$ cat config.mk
export PLATFORM = sky130hd
export DESIGN_NAME = prs_top
export DESIGN_NICKNAME = d
export VERILOG_FILES = /design/src/design/prs_pkg.sv /design/src/design/prs_top.sv
export VERILOG_INCLUDE_DIRS = /design/src /design/src/design
export SDC_FILE = /design/constraint.sdc
export NUM_CORES = 1
export LEC_CHECK = 0
export ABC_AREA = 1
export BUFFER_PORTS_ARGS = -buffer_cell sky130_fd_sc_hd__buf_2
export CORE_ASPECT_RATIO = 1.5
export CORE_MARGIN = 4
export CORE_UTILIZATION = 60
export CTS_CLUSTER_DIAMETER = 50
export DETAILED_ROUTE_END_ITERATION = 10
export PLACE_DENSITY = 0.8
export SLEW_MARGIN = 10
export SYNTH_ARGS = -nofsm -noshare
export SYNTH_HDL_FRONTEND = slang
export SYNTH_SLANG_ARGS = --single-unit
$ cat constraint.sdc
create_clock -name clk_sys -period 10.35 [get_ports clk_sys]
set_clock_uncertainty 0.2 [all_clocks]
set_input_delay 2.07 -clock clk_sys [delete_from_list [all_inputs] [get_ports clk_sys]]
set_output_delay 2.07 -clock clk_sys [all_outputs]
set_load 0.1 [all_outputs]
$ cat src/design/prs_map.svh
// offsets, field positions, reset values and timing counts
// assumes a 40 MHz system clock and 32-bit apb data
`ifndef PRS_MAP_SVH
`define PRS_MAP_SVH

// clock rate in kHz
`define PRS_CLK_KHZ 64'd40000
// least time in us to whole cycles, rounded up
`define PRS_CYC(us) ((64'(us) * `PRS_CLK_KHZ + 64'd999) / 64'd1000)

// times in microseconds
`define PRS_T_RP_US 180000
`define PRS_T_DEG_US 192
`define PRS_T_SS_US 1500
`define PRS_T_GAP_US 1000
`define PRS_T_DCH_US 500
`define PRS_T_HIC_US 14000

// cycle counts derived from the times above
`define PRS_RP_CYC `PRS_CYC(`PRS_T_RP_US)
`define PRS_DEG_CYC `PRS_CYC(`PRS_T_DEG_US)
`define PRS_SPACE_CYC `PRS_CYC(`PRS_T_SS_US + `PRS_T_GAP_US)
`define PRS_DCH_CYC `PRS_CYC(`PRS_T_DCH_US)
`define PRS_HIC_CYC `PRS_CYC(`PRS_T_HIC_US)

// counter width, address width
`define PRS_CW 24
`define PRS_AW 8

// register byte offsets
`define PRS_OFF_CTRL 8'h00
`define PRS_OFF_STAT 8'h04
`define PRS_OFF_LIVE 8'h08

// control register: regulator bits 2:0, usb bits 4:3
`define PRS_CTRL_USB 3
`define PRS_CTRL_W 5

// status flag positions
`define PRS_ST_BROWN 0
`define PRS_ST_HOT 1
`define PRS_ST_LOCK 2
`define PRS_ST_USBF 3
`define PRS_ST_HIC 5
`define PRS_ST_W 8

// blanking lengths in switching cycles
`define PRS_BLANK_FIRST 5'h01
`define PRS_BLANK_MAX 5'h10

`endif

$ cat src/design/prs_pkg.sv
// types for the power rail sequencer and supervisor
// assumes prs_map.svh is on the include path
package prs_pkg;
  `include "prs_map.svh"

  // apb request from the master
  typedef struct packed {
    logic psel;
    logic penable;
    logic pwrite;
    logic [`PRS_AW-1:0] paddr;
    logic [31:0] pwdata;
  } prs_apb_req_t;

  // apb answer to the master
  typedef struct packed {
    logic [31:0] prdata;
    logic pready;
    logic pslverr;
  } prs_apb_rsp_t;

  // synchronous comparator results from the analog side
  typedef struct packed {
    logic monitor_a_low;
    logic monitor_b_low;
    logic main_lt_9p3;
    logic main_gt_10p8;
    logic main_lt_4p7;
    logic reg_in_lt_4p25;
    logic sw_in_lt_3p9;
    logic hot_warn;
  } prs_sense_t;

  typedef enum logic [1:0] {
    SEQ_IDLE,
    SEQ_SPACE,
    SEQ_DISCH
  } prs_seq_t;

  // whole state of the block
  typedef struct packed {
    logic [31:0] rdata;
    logic [`PRS_CTRL_W-1:0] en_bits;
    logic [`PRS_ST_W-1:0] status;
    logic mon_flt;
    logic [`PRS_CW-1:0] deg_cnt;
    logic rst_hold;
    logic [`PRS_CW-1:0] rp_cnt;
    prs_seq_t seq;
    logic [`PRS_CW-1:0] seq_cnt;
    logic [2:0] reg_on;
    logic ss_dis;
    logic [2:0] hic;
    logic [2:0][`PRS_CW-1:0] hic_cnt;
    logic [2:0][4:0] blk_cnt;
    logic [2:0][4:0] blk_len;
    logic [1:0] usb_on;
    logic [1:0] usb_flt;
    logic brown;
    logic reg_in_lock;
    logic init;
    logic [`PRS_CW-1:0] init_cnt;
  } prs_st_t;

  localparam prs_st_t PRS_ST_RST = '{
    seq: SEQ_IDLE,
    rst_hold: 1'b1,
    init: 1'b1,
    blk_len: {3{`PRS_BLANK_FIRST}},
    default: '0
  };
endpackage : prs_pkg

$ cat src/design/prs_top.sv
// power rail sequencer and supply supervisor, apb slave
// assumes comparator and pin levels are synchronous to clk_sys
//
// Contract
// - monitor dip gives reset of 180 ms
// - monitor inputs deglitched against brief dips
// - supervisor reset touches no rail or switch
// - usb switches follow pins, or bits serially
// - usb overload limits current, fault low
// - thermal warning turns usb off, auto restore in parallel mode
// - usb off while its supply invalid
// - grounded pin off, high pin starts at once
// - starts ordered, spaced soft-start plus 1 ms
// - enable pins discharged first at power-up
// - late enables follow default order
// - enable bits start rails, same arbitration
// - overcurrent blanks 1,2,4,8,16 switching cycles
// - shutdown waits fixed time, then retries
// - soft-start cap discharged between rails
// - warning low below 9.3, release above 10.8
// - warning also low while chip hot
// - separate flags; warning follows live levels
// - main below 9.3 usb off; 4.7 rails off
// - low rail or usb supply drops its group
// - lockout unlatched, enable pins held discharged
// - serial lockout clears bits, raises interrupt
// - faults flag, interrupt in serial mode only, read clears
module prs_top
  import prs_pkg::*;
#(
  parameter int unsigned RP_CYC = int'(`PRS_RP_CYC),
  parameter int unsigned DEG_CYC = int'(`PRS_DEG_CYC),
  parameter int unsigned SPACE_CYC = int'(`PRS_SPACE_CYC),
  parameter int unsigned DCH_CYC = int'(`PRS_DCH_CYC),
  parameter int unsigned HIC_CYC = int'(`PRS_HIC_CYC)
) (
  input wire logic clk_sys,
  input wire logic rst,
  input wire logic ce,
  input wire prs_apb_req_t apb_req,
  output prs_apb_rsp_t apb_rsp,
  input wire prs_sense_t sense,
  input wire logic serial_mode,
  input wire logic [2:0] regulator_enable_pin,
  input wire logic [1:0] usb_enable_pin,
  input wire logic [1:0] usb_overload,
  input wire logic [2:0] sw_tick,
  input wire logic [2:0] buck_oc,
  input wire logic [2:0] buck_out_uv,
  output logic supervisor_rst_n,
  output logic early_warning_out_n,
  output logic irq,
  output logic [2:0] reg_on,
  output logic [2:0] high_side_en,
  output logic ss_discharge,
  output logic enable_pin_discharge,
  output logic [1:0] usb_switch_on,
  output logic [1:0] usb_current_limit,
  output logic [1:0] usb_switch_fault_out_n
);
  localparam int CW = `PRS_CW;

  prs_st_t r;
  prs_st_t n;
  logic mon_raw;
  logic buck_lock;
  logic usb_block;
  logic [1:0] usb_req;
  logic [2:0] want;
  logic [2:0] pick;
  logic setup_ph;
  logic access_ph;
  logic [31:0] rd_val;

  // comparator groups and lockout conditions
  assign mon_raw = sense.monitor_a_low | sense.monitor_b_low;
  assign buck_lock = sense.main_lt_4p7 | r.reg_in_lock | r.init;
  assign usb_block = sense.main_lt_9p3 | sense.sw_in_lt_3p9
    | sense.hot_warn | sense.main_lt_4p7;

  // switch request: pin in parallel mode, bit in serial mode
  assign usb_req = serial_mode
    ? r.en_bits[`PRS_CTRL_USB +: 2] : usb_enable_pin;

  // regulator request: pin always, bit too in serial mode
  assign want = (regulator_enable_pin
    | (serial_mode ? r.en_bits[2:0] : 3'h0))
    & ~r.hic & {3{~buck_lock}};

  // lowest pending rail wins, giving order one, two, three
  always_comb begin
    pick = 3'h0;
    if (want[0] && !r.reg_on[0]) begin
      pick = 3'h1;
    end else if (want[1] && !r.reg_on[1]) begin
      pick = 3'h2;
    end else if (want[2] && !r.reg_on[2]) begin
      pick = 3'h4;
    end
  end

  // apb phases and read mux
  assign setup_ph = apb_req.psel & ~apb_req.penable;
  assign access_ph = apb_req.psel & apb_req.penable;
  always_comb begin
    rd_val = 32'h0;
    unique case (apb_req.paddr)
      `PRS_OFF_CTRL: rd_val[`PRS_CTRL_W-1:0] = r.en_bits;
      `PRS_OFF_STAT: rd_val[`PRS_ST_W-1:0] = r.status;
      `PRS_OFF_LIVE: rd_val[12:0] = {serial_mode, 1'b0, r.usb_flt,
        r.usb_on, r.hic, r.reg_on, r.rst_hold};
      default: rd_val = 32'h0;
    endcase
  end

  // next state of the whole block
  always_comb begin
    n = r;
    if (ce) begin
      // deglitch the combined monitor level, both edges
      if (mon_raw == r.mon_flt) begin
        n.deg_cnt = '0;
      end else if (r.deg_cnt == CW'(DEG_CYC - 1)) begin
        n.mon_flt = mon_raw;
        n.deg_cnt = '0;
      end else begin
        n.deg_cnt = r.deg_cnt + CW'(1);
      end

      // reset pulse, restarted by every dip
      if (r.mon_flt) begin
        n.rst_hold = 1'b1;
        n.rp_cnt = '0;
      end else if (r.rst_hold) begin
        if (r.rp_cnt == CW'(RP_CYC - 1)) begin
          n.rst_hold = 1'b0;
        end else begin
          n.rp_cnt = r.rp_cnt + CW'(1);
        end
      end

      // power-up discharge of the enable pins
      if (r.init) begin
        if (r.init_cnt == CW'(DCH_CYC - 1)) begin
          n.init = 1'b0;
        end else begin
          n.init_cnt = r.init_cnt + CW'(1);
        end
      end

      // brownout with hysteresis
      if (sense.main_lt_9p3) begin
        n.brown = 1'b1;
      end else if (sense.main_gt_10p8) begin
        n.brown = 1'b0;
      end

      // regulator-supply lockout holds until recovery
      if (sense.reg_in_lt_4p25 && (r.reg_on[1] || r.reg_on[2])) begin
        n.reg_in_lock = 1'b1;
      end else if (!sense.reg_in_lt_4p25) begin
        n.reg_in_lock = 1'b0;
      end

      // rails drop as soon as their request goes
      n.reg_on = r.reg_on & want;

      // hiccup: output collapse shuts rail, wait, retry
      for (int i = 0; i < 3; i++) begin
        if (r.hic[i]) begin
          if (r.hic_cnt[i] == CW'(HIC_CYC - 1)) begin
            n.hic[i] = 1'b0;
            n.hic_cnt[i] = '0;
          end else begin
            n.hic_cnt[i] = r.hic_cnt[i] + CW'(1);
          end
        end else if (r.reg_on[i] && buck_out_uv[i]) begin
          n.hic[i] = 1'b1;
          n.reg_on[i] = 1'b0;
        end
      end

      // cycle-by-cycle blanking per rail
      for (int i = 0; i < 3; i++) begin
        if (!r.reg_on[i]) begin
          n.blk_cnt[i] = '0;
          n.blk_len[i] = `PRS_BLANK_FIRST;
        end else if (sw_tick[i]) begin
          if (r.blk_cnt[i] != 5'h0) begin
            n.blk_cnt[i] = r.blk_cnt[i] - 5'h1;
          end else if (buck_oc[i]) begin
            n.blk_cnt[i] = r.blk_len[i];
            n.blk_len[i] = (r.blk_len[i] >= (`PRS_BLANK_MAX >> 1))
              ? `PRS_BLANK_MAX : {r.blk_len[i][3:0], 1'b0};
          end else begin
            n.blk_len[i] = `PRS_BLANK_FIRST;
          end
        end
      end

      // start sequencer: start, hold spacing, discharge cap
      unique case (r.seq)
        SEQ_IDLE: begin
          if (pick != 3'h0) begin
            n.reg_on = n.reg_on | pick;
            n.seq = SEQ_SPACE;
            n.seq_cnt = '0;
          end
        end
        SEQ_SPACE: begin
          if (r.seq_cnt == CW'(SPACE_CYC - 1)) begin
            n.seq = SEQ_DISCH;
            n.seq_cnt = '0;
            n.ss_dis = 1'b1;
          end else begin
            n.seq_cnt = r.seq_cnt + CW'(1);
          end
        end
        SEQ_DISCH: begin
          if (r.seq_cnt == CW'(DCH_CYC - 1)) begin
            n.seq = SEQ_IDLE;
            n.ss_dis = 1'b0;
            n.seq_cnt = '0;
          end else begin
            n.seq_cnt = r.seq_cnt + CW'(1);
          end
        end
      endcase

      // usb switches and their overload flags
      n.usb_on = usb_req & {2{~usb_block}};
      n.usb_flt = n.usb_on & usb_overload;

      // apb read data captured at setup, write at access
      if (setup_ph) begin
        n.rdata = rd_val;
      end
      if (access_ph && apb_req.pwrite
          && apb_req.paddr == `PRS_OFF_CTRL) begin
        n.en_bits = apb_req.pwdata[`PRS_CTRL_W-1:0];
      end

      // read clears only the flags that were returned
      if (access_ph && !apb_req.pwrite
          && apb_req.paddr == `PRS_OFF_STAT) begin
        n.status = r.status & ~r.rdata[`PRS_ST_W-1:0];
      end

      // lockout in serial mode clears the enable bits
      if (serial_mode && (buck_lock || usb_block)) begin
        n.en_bits = '0;
      end

      // set wins over clear for every flag
      n.status[`PRS_ST_BROWN] = n.status[`PRS_ST_BROWN]
        | sense.main_lt_9p3;
      n.status[`PRS_ST_HOT] = n.status[`PRS_ST_HOT]
        | sense.hot_warn;
      n.status[`PRS_ST_LOCK] = n.status[`PRS_ST_LOCK]
        | sense.main_lt_4p7 | r.reg_in_lock
        | sense.sw_in_lt_3p9;
      n.status[`PRS_ST_USBF +: 2] = n.status[`PRS_ST_USBF +: 2]
        | r.usb_flt;
      n.status[`PRS_ST_HIC +: 3] = n.status[`PRS_ST_HIC +: 3]
        | r.hic;
    end
  end

  // state register
  always_ff @(posedge clk_sys or posedge rst) begin
    if (rst) begin
      r <= PRS_ST_RST;
    end else begin
      r <= n;
    end
  end

  // outputs from state, warning, pin discharge and irq also from live inputs; reset drives nothing else
  assign supervisor_rst_n = ~r.rst_hold;
  assign early_warning_out_n = ~(r.brown | sense.hot_warn);
  assign irq = serial_mode & (|r.status);
  assign reg_on = r.reg_on;
  always_comb begin
    for (int i = 0; i < 3; i++) begin
      high_side_en[i] = r.reg_on[i] & (r.blk_cnt[i] == 5'h0);
    end
  end
  assign ss_discharge = r.ss_dis;
  assign enable_pin_discharge = buck_lock;
  assign usb_switch_on = r.usb_on;
  assign usb_current_limit = r.usb_flt;
  assign usb_switch_fault_out_n = ~r.usb_flt;

  // apb answer: no wait states, unmapped address flagged
  always_comb begin
    apb_rsp.prdata = r.rdata;
    apb_rsp.pready = 1'b1;
    apb_rsp.pslverr = access_ph
      && apb_req.paddr != `PRS_OFF_CTRL
      && apb_req.paddr != `PRS_OFF_STAT
      && apb_req.paddr != `PRS_OFF_LIVE;
  end

  // helper counters watched by the checks below
  logic [CW-1:0] low_len;
  logic [CW-1:0] gap;
  logic [2:0] new_on;
  assign new_on = n.reg_on & ~r.reg_on; // rails starting this cycle
  always_ff @(posedge clk_sys or posedge rst) begin
    if (rst) begin
      low_len <= '0;
      gap <= CW'(SPACE_CYC);
    end else if (ce) begin
      low_len <= r.rst_hold ? low_len + CW'(1) : '0;
      if (new_on != 3'h0) begin
        gap <= '0;
      end else if (gap != CW'(SPACE_CYC)) begin
        gap <= gap + CW'(1);
      end
    end
  end
endmodule : prs_top

[After elaboration in Yosys (flattened, before gate mapping)]
Index checks and enable logic that the tools add are counted.
Storage, ports and cells
  flip-flop bits (word level): 242
  bits of input ports: 71
  output and inout port bits: 51
  logic and storage cells: 245
Cells by class
  add/subtract/negate cells: 10
  order comparisons: 3
  equal/unequal tests: 29
  multiplexer cells: 83
  bitwise logic cells: 38
  reduce and logical (&&, ||, !) cells: 55
Operators by type and width (count)
  2-to-1 mux 24 bit: 9
  adder 24 x 1 -> 24 bit (second input constant): 7
  2-to-1 mux 5 bit: 30
  case mux 26 bit (3 select lines): 1
  2-to-1 mux 25 bit: 3
  equality test 24 x 20 -> 1 bit (second input constant): 3
  equality test 24 x 15 -> 1 bit (second input constant): 2
  2-to-1 mux 29 bit: 1
  AND reduction 3 bit: 9
  2-to-1 mux 1 bit: 26
  equality test 24 x 13 -> 1 bit (second input constant): 1
  equality test 24 x 17 -> 1 bit (second input constant): 1
  equality test 24 x 23 -> 1 bit (second input constant): 1
  != test 2 bit (second input constant): 10
  2-to-1 mux 8 bit: 2
  AND reduction 2 bit: 8
  >= comparator 5 x 4 -> 1 bit (second input constant): 3
  logical AND 1 bit: 15
  logical NOT 5 bit: 3
  2-to-1 mux 3 bit: 5
  case mux 5 bit (3 select lines): 1
  nonzero test 5 bit: 3
  subtractor 5 x 1 -> 5 bit (second input constant): 3
  OR 1 bit: 12
  31 further kinds: 59

[Longest topological paths before layout]
  word-level depth: 11
  gate-level depth with buffers: 12
  mapped depth without buffers: 11

[Worst setup path before layout]
OpenSTA, ideal clock, no wires.
  path type: input to output
  start: input apb_req[39] (netlist bit)
  end: output apb_rsp[0] (netlist bit)
  arrival: 4.722 ns
  data required time: 8.080 ns
  slack: 3.358 ns
  cell stages on the path: 7
  buffers on the path: 1
  path through: nor2_1 nand2_1 inv_1 nand2_1 clkbuf_1 o21ai_0 nor3_1
RTL lines
  start, declared: RTL line prs_top.sv:40  | input wire prs_apb_req_t apb_req,
  end, declared: RTL line prs_top.sv:41  | output prs_apb_rsp_t apb_rsp,

==> qor.txt <==
Worst Hold Path EP -> r[26]$_DFFE_PP0P_
Crit path max-delay cell type -> sky130_fd_sc_hd__buf_2
Remaining Overflow, GRT -> 0
Proportion of synthesized flip-flops having asynchronous set or reset -> 100%
Post-route setup TNS -> 0 ps
Finish-stage setup viols -> 0
Final estimated routing congestion in global placement -> 0.966
Combined area of the multi-input logic cells -> 7220 sq um
Insertion delay to the later sink of the worst-skew pair -> 530 ps
Fraction of the mapped netlist area in simple logic gates -> 35.0%
Hold violation total from the final report -> 0
Initial antenna violation count -> 1
Area of the mapped netlist -> 14700 sq um
Vias per inst -> 5.54
Warnings, synthesis -> 0
Number of clock buffers inserted by TritonCTS -> 26
Mean instance size in the synthesized netlist -> 7.03 sq um
RSZ-0062 raised after global routing -> false
Number of buffers on the longest clock path -> 3
CP arrival -> 3420 ps
Number of synthesized flops with an enable pin -> 0
Category of the critical setup timing path -> in2out
Violation count after the first detailed-routing iteration -> 738
Highest ir drop seen on vdd -> 0.000158 V
Final Instance Area -> 16100 sq um
Biggest area contributors in the synthesized netlist -> sky130_fd_sc_hd__dfrtp_1 (40%), sky130_fd_sc_hd__nand2_1 (14%), sky130_fd_sc_hd__inv_1 (6.9%)
Top Family by Delay on Critical Path -> buffers and inverters
R2r worst-path depth -> 8
Endpoint class of the critical path -> output port
Maximum cell stage delay along the critical path -> 450 ps
Largest family of logic cells by synthesized area -> simple AND/OR/NAND/NOR gates
HPWL after DPL -> 26100 microns
Average detailed-routed wire length per instance -> 14.5 microns
Number of unique standard cell types used by synthesis -> 48
Wire length of the first global-routing pass -> 61700 microns
Slack of the worst reg-to-reg path -> 7540 ps
Vias in the first global route -> 13700
Effective utilization at floorplan -> 61.5%
Number of buffers added on ports -> 73
Run status -> finished, final reports clean
I/O pin count -> 122
Final count of pins violating max slew -> 0
Maximum achievable frequency -> 176 MHz
TritonCTS clock tree -> built
Portion of the post-synthesis area used by sequential elements -> 41.0%
Worst hold slack -> 288 ps
Fin crit period -> 5690 ps
Flop and latch count out of synthesis -> 241
Hold path depth -> 2
Biggest area consumer among synthesized cells -> sky130_fd_sc_hd__dfrtp_1
Sink Count -> 241
Layout Nets -> 2226
X dimension of the die -> 136 microns
Count of antenna diodes in the layout -> 0
Post-Place Cell Area -> 15100 sq um
Syn Inst Count -> 2092
Worst hold path class -> reg2reg
Prevailing post-synth register cell -> sky130_fd_sc_hd__dfrtp_1
Drt pass-1 iters -> 6
Measured slew at the worst slew-check pin -> 1020 ps
Seq. cell area -> 6040 sq um
Highest fanout seen on the critical path -> 12
Share of layout cells above drive strength 1 -> 7.63%
H-tree depth -> 1
Synth Area in Adders -> 1.11%
Worst path buffer plus inverter count -> 3
Post_cts resized -> 0
Cell total after placement -> 2433
Hold bufs inserted after CTS -> 0
Total power density per cell area -> 157 nW/um^2
CTS root buf -> sky130_fd_sc_hd__clkbuf_16
Clock transition time at the flip-flop clock pins of the worst setup and hold paths -> 60 ps
Post-Layout Cell Count -> 2481
RR Endpoint -> r[150]$_DFFE_PP0P_
Cell depth of the worst setup path -> 8
Setup repair bufs after CTS -> 0
List of cells traversed by the critical path -> buf_2 > nor2_1 > nand2_1 > inv_1 > nand2_1 > o21ai_0 > nor3_1 > buf_2
Combined global-route utilization of all metal layers -> 27.1%
Fraction of the mapped netlist area in compound gates -> 7.77%
Syn-to-layout area delta -> 9.12%
Number of fill cells in the layout -> 2104
Core Footprint -> 23900 sq um
Top library cells by usage in the layout, fill and taps aside -> sky130_fd_sc_hd__nand2_1 (564), sky130_fd_sc_hd__inv_1 (270), sky130_fd_sc_hd__nor2_1 (255)
Worst slew margin relative to its limit -> 32.1%
Vertical die dimension -> 200 microns
Synthesized-area fraction occupied by xor and xnor cells -> 4.70%
Die ar. -> 27100 sq um
Static leakage -> 0.00779 uW
Standard-cell rows -> 69
Maximum number of pins on one net before global-route repair -> 97
Origin of the critical flop-to-flop path -> r[165]$_DFFE_PP0P_
Overall via count from detail_route -> 13700
Final Cycle Share -> 55.0%
Total of max-cap violations -> 0
Startpoint of the tightest hold check path -> r[26]$_DFFE_PP0P_
DRC violation count after routing -> 0
Residual antenna-violating net count after detailed routing -> 0
Data required time at the worst endpoint -> 8080 ps
Leading cell type in the layout, fill and taps excluded -> sky130_fd_sc_hd__nand2_1
Multiplexer area fraction after synthesis -> 0%
Area share of the largest cell type after synthesis -> 40.1%
Final Routed Wirelength -> 35900 microns
Startpoint Class -> input pin
registers in the layout, summed over array words and instances (netlist names):
register / count
r: 221
apb_rsp: 12
reg_on: 3
usb_current_limit: 2
usb_switch_on: 2
ss_discharge: 1
worst max path at each step:
stage	slack (ps)	from	to
2_1_floorplan	1470	rst	apb_rsp[10]$_DFFE_PP0P_
3_3_place_gp	4650	apb_req[39]	apb_rsp[0]
3_5_place_dp	4670	apb_req[38]	apb_rsp[0]
4_1_cts	4660	apb_req[38]	apb_rsp[0]
5_1_grt	4520	apb_req[38]	apb_rsp[0]
6_report	4660	apb_req[38]	apb_rsp[0]
tightest hold or removal path, stage by stage, from the launching register on:
cell and delay [ps]:
sky130_fd_sc_hd__dfrtp_1 350, sky130_fd_sc_hd__nand2_1 60, sky130_fd_sc_hd__nand2_1 50
per-stage QoR:
stage          utilization (%)  power, uW  worst slack [ps]
2_1_floorplan                -       1430              1470
3_3_place_gp              63.2       1500              4650
3_5_place_dp              63.2       1520              4670
4_1_cts                   67.1       2530              4660
5_1_grt                   67.1       2630              4520
6_report                  67.1       2510              4660
cell type report:
type	instances	share of cell area, %
multi-input cells	1516	45.0
clock inverters	12	1.16
repair buffers	79	2.56
well taps	319	2.49
clock buffers	36	4.67
flip-flops and latches	241	37.6
inverters	278	6.55
synth_stat cells (2+ instances only):
library cell / count
sky130_fd_sc_hd__o211ai_1: 4
sky130_fd_sc_hd__a31oi_1: 7
sky130_fd_sc_hd__buf_4: 42
sky130_fd_sc_hd__nor3_2: 2
sky130_fd_sc_hd__buf_2: 19
sky130_fd_sc_hd__buf_1: 3
sky130_fd_sc_hd__nor2_1: 255
sky130_fd_sc_hd__or2_2: 7
sky130_fd_sc_hd__nand4_1: 55
sky130_fd_sc_hd__clkbuf_1: 10
sky130_fd_sc_hd__inv_1: 271
sky130_fd_sc_hd__a22o_1: 2
sky130_fd_sc_hd__xor2_1: 68
sky130_fd_sc_hd__nor3_1: 76
sky130_fd_sc_hd__nor3b_1: 4
sky130_fd_sc_hd__o21bai_1: 3
sky130_fd_sc_hd__o21ai_0: 106
sky130_fd_sc_hd__o22ai_1: 11
sky130_fd_sc_hd__nand3_2: 3
sky130_fd_sc_hd__nor2_4: 2
sky130_fd_sc_hd__and2_1: 4
sky130_fd_sc_hd__nand3b_1: 4
sky130_fd_sc_hd__nand3_1: 194
sky130_fd_sc_hd__a21oi_1: 52
sky130_fd_sc_hd__nor4_1: 7
sky130_fd_sc_hd__xnor2_1: 11
sky130_fd_sc_hd__dfstp_2: 5
sky130_fd_sc_hd__inv_2: 5
sky130_fd_sc_hd__o21ai_1: 6
sky130_fd_sc_hd__dfrtp_1: 236
sky130_fd_sc_hd__conb_1: 2
sky130_fd_sc_hd__nor2_2: 8
sky130_fd_sc_hd__a21o_1: 2
sky130_fd_sc_hd__nand2_2: 6
sky130_fd_sc_hd__a22oi_1: 3
sky130_fd_sc_hd__o31ai_1: 9
sky130_fd_sc_hd__ha_1: 13
sky130_fd_sc_hd__buf_6: 2
sky130_fd_sc_hd__nand2_1: 564
cells by family (layout without fill, tap and decap cells):
group | after synthesis | in the layout
simple gates | 1194 | 1194
buf+inv | 354 | 405
flops | 241 | 241
compound gates | 209 | 209
xor+xnor | 79 | 79
fa+ha+maj | 13 | 13
other cells | 2 | 21
where the power goes:
group          leakage, uW  total (uW)  switching [uW]  internal, uW
registers          0.00311        1120            97.3          1030
logic              0.00422         388             276           111
clock network     0.000458        1000             390           612
total              0.00779        2510             763          1750
per-layer routing:
metal	track usage (%)	share of wire [%]	vias to the layer above
met2	49.4	52	440
met4	11.1	3.7	2
met1	32.2	39	6430
li1	-	-	6752
met5	0	0.019	-
met3	3.46	5.9	110
(Power assumes the default switching activity.)
